==> src/fbpc_regs.vh <==
`ifndef FBPC_REGS_VH
`define FBPC_REGS_VH

// ************************************************************
// command opcodes
// ************************************************************
`define FBPC_OP_WRITE_ENABLE_CMD_EN    8'h06
`define FBPC_OP_WRDIS      8'h04
`define FBPC_OP_STAT_RD    8'h05
`define FBPC_OP_MAP_RD     8'h72
`define FBPC_OP_MAP_WR     8'h42
`define FBPC_OP_MAP_FRZ    8'h8d
`define FBPC_OP_NV_FRZ     8'he8
`define FBPC_OP_UNLOCK     8'h98

// ************************************************************
// frame sizes in bits
// ************************************************************
`define FBPC_MAP_BITS      144
`define FBPC_CMD_BITS      9'h008
`define FBPC_QDUMMY_END    9'h010
`define FBPC_DATA_END      9'h098
`define FBPC_CNT_MAX       9'h1fc

// ************************************************************
// map layout and reset values
// ************************************************************
`define FBPC_WL_MASK       {16'h5555, 128'hffffffffffffffffffffffffffffffff}
`define FBPC_MAP_RST       144'h0
`define FBPC_NV_RST        144'h0
`define FBPC_PAR_BASE      8'h80
`define FBPC_HALF_TOP      8'h88
`define FBPC_BIT_32K_TOP   7'h7f
`define FBPC_BIT_32K_BOT   7'h7e

// ************************************************************
// status byte fields
// ************************************************************
`define FBPC_ST_BUSY       0
`define FBPC_ST_WEL        1

// ************************************************************
// timing
// ************************************************************
`define FBPC_PPT_NS        1500000
`define FBPC_CLK_NS        10

`endif

==> src/fbpc_ctrl.v <==
// Function
// RULE_01: host sends write-enable before a protection map write.
// RULE_02: map write is opcode 42H then 18 data cycles, then chip select rises.
// RULE_03: shifted data is most significant bit or nibble first.
// RULE_04: after freeze, every further protection map change is rejected.
// RULE_05: freeze is volatile and clears only at power-up reset.
// RULE_06: host sends write-enable before the freeze command.
// RULE_07: freeze is opcode 8DH alone, no address or data.
// RULE_08: non-volatile lock bits decide which write-lock bits may change.
// RULE_09: host sends write-enable before the non-volatile lock command.
// RULE_10: non-volatile lock command is opcode E8H plus 18 data cycles.
// RULE_11: chip select rise starts timed program; only status read meanwhile.
// RULE_12: host polls busy or waits the page program time.
// RULE_13: global unlock clears write-lock bits not held by non-volatile locks.
// RULE_14: global unlock is opcode 98H alone.
// RULE_15: host sends write-enable before global unlock.
// RULE_16: parameter blocks map to read/write pairs 143/142 down to 129/128.
// RULE_17: 32 KByte blocks have write-lock bits 127 and 126 only.
// RULE_18: 64 KByte blocks map from bit 125 at 7E0000H downward.
// RULE_19: opcode 06H sets the write-enable latch.
// RULE_20: map readout is msb first, then zeros until chip select rises.
// RULE_21: protection commands need the latch and clear it when done.
// RULE_22: write-lock blocks program/erase; read-lock blocks parameter reads.
// RULE_23: a map write keeps write-lock bits held by non-volatile locks.
`include "fbpc_regs.vh"

module fbpc_ctrl #(
  parameter PROG_CYCLES = (`FBPC_PPT_NS + `FBPC_CLK_NS - 1) / `FBPC_CLK_NS
) (
  // clock and reset
  input wire clk_i,
  input wire rst_n_i,
  // serial link
  input wire ce_n_i,
  input wire sck_i,
  input wire [3:0] sio_i,
  output wire [3:0] sio_o,
  output wire [3:0] sio_oe_o,
  // framing mode
  input wire quad_mode_i,
  // array access check
  input wire [22:0] chk_addr_i,
  output wire prog_blocked_o,
  output wire read_blocked_o,
  // status
  output wire wel_o,
  output wire busy_o,
  output wire frozen_o,
  output wire [143:0] prot_map_o
);

  // ************************************************************
  // input synchronisers
  // ************************************************************
  reg [2:0] ce_s_reg;
  reg [2:0] sck_s_reg;
  reg [3:0] sio_s1_reg;
  reg [3:0] sio_s2_reg;

  always @(posedge clk_i) begin
    if (!rst_n_i) begin
      ce_s_reg <= 3'h7;
      sck_s_reg <= 3'h0;
      sio_s1_reg <= 4'h0;
      sio_s2_reg <= 4'h0;
    end else begin
      ce_s_reg <= {ce_s_reg[1:0], ce_n_i};
      sck_s_reg <= {sck_s_reg[1:0], sck_i};
      sio_s1_reg <= sio_i;
      sio_s2_reg <= sio_s1_reg;
    end
  end

  wire ce_n = ce_s_reg[1];
  wire ce_rise = ce_s_reg[1] & ~ce_s_reg[2];
  wire sck_rise = sck_s_reg[1] & ~sck_s_reg[2] & ~ce_n;
  wire sck_fall = ~sck_s_reg[1] & sck_s_reg[2] & ~ce_n;

  // ************************************************************
  // state
  // ************************************************************
  reg [143:0] map_reg;
  reg [143:0] nv_reg;
  reg [143:0] sh_reg;
  reg [143:0] out_reg;
  reg [8:0] cnt_reg;
  reg [7:0] op_reg;
  reg tx_reg;
  reg quad_reg;
  reg wel_reg;
  reg frz_reg;
  reg busy_reg;
  reg [31:0] tmr_reg;
  reg [3:0] sio_reg;
  reg [3:0] oe_reg;
  reg prog_blk_reg;
  reg read_blk_reg;

  wire [143:0] wl_mask = `FBPC_WL_MASK;
  wire [143:0] held = nv_reg & wl_mask;
  wire [7:0] status = {6'h00, wel_reg, busy_reg};

  // ************************************************************
  // shift and count
  // ************************************************************
  wire [143:0] sh_next = quad_reg ? {sh_reg[139:0], sio_s2_reg} :
                         {sh_reg[142:0], sio_s2_reg[0]}; // [RULE_03]
  wire [8:0] step = quad_reg ? 9'h004 : 9'h001;
  wire [8:0] cnt_sum = cnt_reg + step;
  wire [8:0] cnt_next = (cnt_reg >= `FBPC_CNT_MAX) ? cnt_reg : cnt_sum;
  wire [7:0] op_now = (cnt_next == `FBPC_CMD_BITS) ? sh_next[7:0] : op_reg;
  wire is_rd_map = (op_now == `FBPC_OP_MAP_RD) & ~busy_reg; // [RULE_11]
  wire is_rd_st = (op_now == `FBPC_OP_STAT_RD);
  wire rd_point = quad_reg ? (cnt_next == `FBPC_QDUMMY_END) :
                  (cnt_next == `FBPC_CMD_BITS);
  wire rd_start = rd_point & (is_rd_map | is_rd_st);

  // ************************************************************
  // command decode at chip select rise
  // ************************************************************
  wire cmd_only = (cnt_reg == `FBPC_CMD_BITS);
  wire data_full = (cnt_reg == `FBPC_DATA_END);
  wire may_exec = ce_rise & ~busy_reg & wel_reg; // [RULE_11] [RULE_21]
  wire do_write_enable_cmd = ce_rise & ~busy_reg & cmd_only &
                 (op_reg == `FBPC_OP_WRITE_ENABLE_CMD_EN); // [RULE_19]
  wire do_wrdis = ce_rise & ~busy_reg & cmd_only &
                  (op_reg == `FBPC_OP_WRDIS);
  wire do_map_wr = may_exec & data_full & ~frz_reg &
                   (op_reg == `FBPC_OP_MAP_WR); // [RULE_02] [RULE_04]
  wire do_frz = may_exec & cmd_only &
                (op_reg == `FBPC_OP_MAP_FRZ); // [RULE_07]
  wire do_nv = may_exec & data_full &
               (op_reg == `FBPC_OP_NV_FRZ); // [RULE_10]
  wire do_unlock = may_exec & cmd_only & ~frz_reg &
                   (op_reg == `FBPC_OP_UNLOCK); // [RULE_14] [RULE_04]
  wire prot_done = do_map_wr | do_frz | do_nv | do_unlock;

  // ************************************************************
  // serial front end
  // ************************************************************
  always @(posedge clk_i) begin
    if (!rst_n_i) begin
      sh_reg <= 144'h0;
      out_reg <= 144'h0;
      cnt_reg <= 9'h000;
      op_reg <= 8'h00;
      tx_reg <= 1'b0;
      quad_reg <= 1'b0;
      sio_reg <= 4'h0;
      oe_reg <= 4'h0;
    end else if (ce_n) begin
      cnt_reg <= (ce_rise) ? cnt_reg : 9'h000;
      tx_reg <= 1'b0;
      oe_reg <= 4'h0;
      sio_reg <= 4'h0;
      quad_reg <= quad_mode_i;
    end else begin
      if (sck_rise) begin
        sh_reg <= sh_next;
        cnt_reg <= cnt_next;
        if (cnt_next == `FBPC_CMD_BITS) begin
          op_reg <= sh_next[7:0];
        end
        if (rd_start) begin
          tx_reg <= 1'b1;
          out_reg <= is_rd_st ? {status, 136'h0} : map_reg; // [RULE_20]
        end
      end
      if (sck_fall && tx_reg) begin
        if (quad_reg) begin
          sio_reg <= out_reg[143:140];
          oe_reg <= 4'hf;
          out_reg <= {out_reg[139:0], 4'h0}; // [RULE_20]
        end else begin
          sio_reg <= {2'b00, out_reg[143], 1'b0};
          oe_reg <= 4'h2;
          out_reg <= {out_reg[142:0], 1'b0}; // [RULE_20]
        end
      end
    end
  end

  // ************************************************************
  // protection state
  // ************************************************************
  always @(posedge clk_i) begin
    if (!rst_n_i) begin
      map_reg <= `FBPC_MAP_RST;
      nv_reg <= `FBPC_NV_RST;
      wel_reg <= 1'b0;
      frz_reg <= 1'b0; // [RULE_05]
    end else begin
      if (do_map_wr) begin
        map_reg <= (sh_reg & ~held) | (map_reg & held); // [RULE_23] [RULE_08]
      end else if (do_unlock) begin
        map_reg <= map_reg & ~(wl_mask & ~held); // [RULE_13]
      end
      if (do_nv) begin
        nv_reg <= nv_reg | (sh_reg & wl_mask); // [RULE_08] [RULE_03]
      end
      if (do_frz) begin
        frz_reg <= 1'b1; // [RULE_04]
      end
      if (do_write_enable_cmd) begin
        wel_reg <= 1'b1; // [RULE_19]
      end else if (prot_done || do_wrdis) begin
        wel_reg <= 1'b0; // [RULE_21]
      end
    end
  end

  // ************************************************************
  // self-timed program
  // ************************************************************
  always @(posedge clk_i) begin
    if (!rst_n_i) begin
      busy_reg <= 1'b0;
      tmr_reg <= 32'h0;
    end else if (do_nv) begin
      busy_reg <= 1'b1; // [RULE_11]
      tmr_reg <= PROG_CYCLES;
    end else if (busy_reg) begin
      if (tmr_reg <= 32'h1) begin
        busy_reg <= 1'b0;
        tmr_reg <= 32'h0;
      end else begin
        tmr_reg <= tmr_reg - 32'h1;
      end
    end
  end

  // ************************************************************
  // address to map bit
  // ************************************************************
  reg [7:0] wl_idx;
  reg par_blk;

  always @* begin
    wl_idx = 8'h00;
    par_blk = 1'b0;
    if (chk_addr_i[22:15] == 8'hff) begin
      par_blk = 1'b1;
      wl_idx = `FBPC_HALF_TOP + {5'h00, chk_addr_i[14:13], 1'b0}; // [RULE_16]
    end else if (chk_addr_i[22:15] == 8'h00) begin
      par_blk = 1'b1;
      wl_idx = `FBPC_PAR_BASE + {5'h00, chk_addr_i[14:13], 1'b0}; // [RULE_16]
    end else if (chk_addr_i[22:16] == 7'h7f) begin
      wl_idx = {1'b0, `FBPC_BIT_32K_TOP}; // [RULE_17]
    end else if (chk_addr_i[22:16] == 7'h00) begin
      wl_idx = {1'b0, `FBPC_BIT_32K_BOT}; // [RULE_17]
    end else begin
      wl_idx = {1'b0, chk_addr_i[22:16]} - 8'h01; // [RULE_18]
    end
  end

  wire [7:0] rl_idx = wl_idx + 8'h01;

  always @(posedge clk_i) begin
    if (!rst_n_i) begin
      prog_blk_reg <= 1'b0;
      read_blk_reg <= 1'b0;
    end else begin
      prog_blk_reg <= map_reg[wl_idx]; // [RULE_22]
      read_blk_reg <= par_blk & map_reg[rl_idx]; // [RULE_22]
    end
  end

  // ************************************************************
  // outputs
  // ************************************************************
  assign sio_o = sio_reg;
  assign sio_oe_o = oe_reg;
  assign prog_blocked_o = prog_blk_reg;
  assign read_blocked_o = read_blk_reg;
  assign wel_o = wel_reg;
  assign busy_o = busy_reg;
  assign frozen_o = frz_reg;
  assign prot_map_o = map_reg;

endmodule

==> config.mk <==
export PLATFORM = sky130hd
export DESIGN_NAME = fbpc_ctrl
export DESIGN_NICKNAME = d
export VERILOG_FILES = /design/src/fbpc_ctrl.v
export VERILOG_INCLUDE_DIRS = /design/src /design/src/src
export SDC_FILE = /design/constraint.sdc
export NUM_CORES = 2
export LEC_CHECK = 0
export ABC_AREA = 1
export ABC_CLOCK_PERIOD_IN_PS = 3380
export BUFFER_PORTS_ARGS = -buffer_cell sky130_fd_sc_hd__buf_2
export CORE_AREA = 3 3 329 250
export CTS_BUF_LIST = sky130_fd_sc_hd__clkbuf_2
export DETAILED_ROUTE_END_ITERATION = 10
export DIE_AREA = 0 0 332 253
export GPL_TIMING_DRIVEN = 0
export MAX_ROUTING_LAYER = met4
export PLACE_DENSITY = 0.66
export SLEW_MARGIN = 20
export SYNTH_ARGS = -nofsm -noshare
export SYNTH_HDL_FRONTEND = slang
export SYNTH_SLANG_ARGS = --single-unit
==> constraint.sdc <==
create_clock -name clk_i -period 3.38 [get_ports clk_i]
set_clock_uncertainty 0.15 [all_clocks]
set_input_delay 0.676 -clock clk_i [delete_from_list [all_inputs] [get_ports clk_i]]
set_output_delay 0.676 -clock clk_i [all_outputs]
set_load 0.1 [all_outputs]
==> impl_metrics.csv <==
group,metric,value,unit
status,status,"complete, but fails checks",
status,violations,"negative setup slack",
floorplan,core_area,78800,um2
synthesis,ys_warn_count,0,
route,drtPass1Iterations,9,
synthesis,synthCells,4707,
timing,period_minus_slack,3480,ps
synthesis,synth-seq-area-share,40.7,%
pwr,vdd_drop_max,0.241,mV
critical_path,critical_path_arrival,4600,ps
placed_design,dp_hpwl,89900,um
timing,finalSetupTns,-4180,ps
synthesis,synth_edf_count,0,
route,drtIter0Drc,4644,
grt,grt_usage,29.8,%
cells_and_area,layout-drive-gt1-share,14.3,%
grt,grt_overflow,0,
timing,fmax,288,MHz
critical_path,critPathCaptureType,"register",
timing,rsz0062_at_grt,"true",
grt,grt_pass1_vias,31500,
cts,clock_latency,1420,ps
grt,grt_pass1_wl,189000,um
synthesis,synth_top_family_by_area,"compound AO/OA/AOI/OAI gates",
synthesis,synth_seq_cells,644,
synthesis,synth.area.mux_share,0,%
critical_path,max_stage_delay,400,ps
cts,htreeDepth,4,
floorplan,pin_count,189,
cts,tritoncts,"built",
timing,max_slew_margin,22.6,%
route,num_vias,35500,
synthesis,synth_area_per_cell,6.73,um2
cts,cts_buffer_depth,3,
floorplan,rows,89,
cts,cts_made_buffers,164,
grt,antenna_found_initial,10,
critical_path,worstSetupPathType,"register to register",
synthesis,yosys.area.top_type_share,40.7,%
synthesis,synthArstFlopShare,0,%
cells_and_area,fillers,8250,
timing,slew_viol_final,0,
route,finalWirelength,128000,um
pwr,p_total,14200,uW
timing,setup_ws,-96.8,ps
flow_run,drv_cap,0,
cts,clkSlewWorstSetupHoldPaths,120,ps
grt,grt_start_max_net_pins,17,
route,wl_per_cell,20.4,um
synthesis,syn_nets,4747,
cts,cts_root_buffer,"clkbuf_2",
timing,finalSetupViolCount,127,
synthesis,synth_area,31700,um2
critical_path,start_kind,"register",
route,drcViolationCount,0,
synthesis,synth-adder-area-share,0.316,%
pwr,p_per_area,378,nW/um2
floorplan,start_util,40.2,%
critical_path,critPathSlowestCell,"dfxtp_4",
pwr,total_leakage_power,0.0151,uW
cells_and_area,fin_nets,5161,
placed_design,port_buffers,173,
cells_and_area,post-route-util,47.7,%
floorplan,die_y,253,um
placed_design,gp_congestion,1.03,
critical_path,critPathRequiredTime,4500,ps
critical_path,path_delay_family,"simple AND/OR/NAND/NOR gates",
synthesis,synth_area_leaders,"dfxtp_1 41%, a21oi_1 12%, o21ai_0 8.5%, inv_1 7.6%, nand2_1 7.0%",
critical_path,path_common_cell,"nand2_2",
critical_path,worst-path-buf-inv,4,
timing,hold_viol,0,
cts,clock_sinks,644,
synthesis,yosysTopAreaCell,"dfxtp_1",
synthesis,synthXorXnorAreaFrac,0.940,%
route,ant_nets,0,
synthesis,synth_simple_gate_area_share,18.6,%
floorplan,die-area,84000,um2
critical_path,crit_fanout,10,
synthesis,synthFlopType,"dfxtp_1",
synthesis,synthDistinctLibCells,45,
worst_hold_path,hp-class,"register to register",
timing,tightest_slew,1160,ps
critical_path,cp_cell_sequence,"clkinvlp_4 > ha_4 > ha_4 > nand2_2 > nand2_2 > nand3b_1 > nand2_1 > nor2_1 > nand2_1 > nor2_4 > nand3_4 > buf_6 > o21ai_4 > nand2_2 > nor2_2 > nand2_2 > nand2_4 > nand2_8 > buf_12 > buf_12 > a21oi_4 > nor2_1",
timing,fin_crit_sh,103,%
synthesis,synth_compound_area_share,27.5,%
route,vias_per_cell,5.65,
floorplan,die_w,332,um
cells_and_area,area_growth,18.7,%
[synthesized netlist by cell type, drive strengths merged, types with 2 or more instances]
master	instances
a21oi	738
dfxtp	644
inv	643
nand2	596
o21ai	574
nor2	447
nand3	320
clkbuf	277
o22ai	155
a22oi	115
buf	62
xor2	22
nand4	20
o211ai	17
xnor2	12
nor3	11
nor4	11
ha	8
or2	7
a31oi	6
a22o	4
clkinv	3
nand3b	3
o2111ai	3
o21bai	2
[area by class of cell]
| class | instances | area (um2) | area share, % |
|---|---|---|---|
| flip-flops and latches | 644 | 12900 | 34.3 |
| inverters | 646 | 2430 | 6.46 |
| clock inverters | 42 | 273 | 0.725 |
| multi-input cells | 3081 | 15900 | 42.3 |
| diodes | 11 | 27.5 | 0.0732 |
| clock buffers | 240 | 1200 | 3.19 |
| plain buffers | 335 | 1750 | 4.65 |
| well taps | 1046 | 1310 | 3.48 |
| repair buffers | 249 | 1820 | 4.84 |
[stage by stage]
step | hold slack, ps | instances | worst slack, ps | area, um2
after global routing | 242 | 6291 | -260 | 37600
after CTS | 63.7 | 6270 | -2.70 | 36500
after global placement | 250 | 5926 | -1850 | 33900
final | 263 | 6294 | -96.8 | 37600
after detailed placement | 255 | 5927 | -1590 | 33900
after floorplan | 240 | 4707 | 180 | 31700
[cell usage in the layout (no fill, tap or decap), drive strengths merged, types with 17 or more instances in the layout]
master / netlist / final
nand2: 596 / 598
nand4: 20 / 20
buf: 62 / 294
xor2: 22 / 22
clkbuf: 277 / 509
inv: 643 / 643
clkinv: 3 / 36
o21ai: 574 / 574
a21oi: 738 / 738
dlygate4sd3: 0 / 21
o211ai: 17 / 17
dfxtp: 644 / 644
o22ai: 155 / 155
nand3: 320 / 321
nor2: 447 / 447
a22oi: 115 / 115
[worst paths after layout]
path,depth (start not counted),slack (ps),from,end
setup reg to reg,22,-100,quad_reg$_SDFFE_PN0P_,out_reg[25]$_SDFFE_PN0P_
setup / recovery,22,-100,quad_reg$_SDFFE_PN0P_,out_reg[25]$_SDFFE_PN0P_
hold reg to reg,1,260,ce_s_reg[0]$_SDFF_PN1_,ce_s_reg[1]$_SDFF_PN1_
hold / removal,1,260,ce_s_reg[0]$_SDFF_PN1_,ce_s_reg[1]$_SDFF_PN1_
[worst register-to-register path, delay by kind of cell (launching register included)]
family,cells,cell delay [ps]
compound gates,2,320
fa+ha+maj,2,350
buf+inv,4,630
flops,1,400
simple gates,14,1500
[power by group]
part	switching [uW]	total [uW]	internal (uW)
Clock	3500	5630	2120
Combinational	713	942	229
Sequential	33.9	7650	7620
[cells by family after synthesis]
| family | Yosys count |
|---|---|
| AO/OA/AOI/OAI | 1620 |
| flip-flops | 644 |
| adder cells (fa/ha/maj) | 8 |
| AND/OR/NAND/NOR | 1416 |
| buffers and inverters | 985 |
| XOR/XNOR | 34 |
[per-layer routing]
metal / wire [um] / track usage [%] / share of wire [%] / up-vias
li1: - / - / - / 16600
met1: 56600 / 41.8 / 44 / 16400
met2: 50200 / 39.1 / 39 / 2191
met5: 0 / - / 0 / -
met4: 4430 / 11.8 / 3.5 / 0
met3: 17100 / 9.46 / 13 / 321
[what timing repair did]
action                                  in CTS  in global routing
endpoints found under the setup margin     407                325
gates resized for setup                    147                227
pin swaps                                   29                 51
hold buffers                                21                  0
setup buffers                               34                  8
gates cloned                                 8                  8
endpoints found under the hold margin       32                  0
Note: power is estimated with default switching activity, not from simulation.
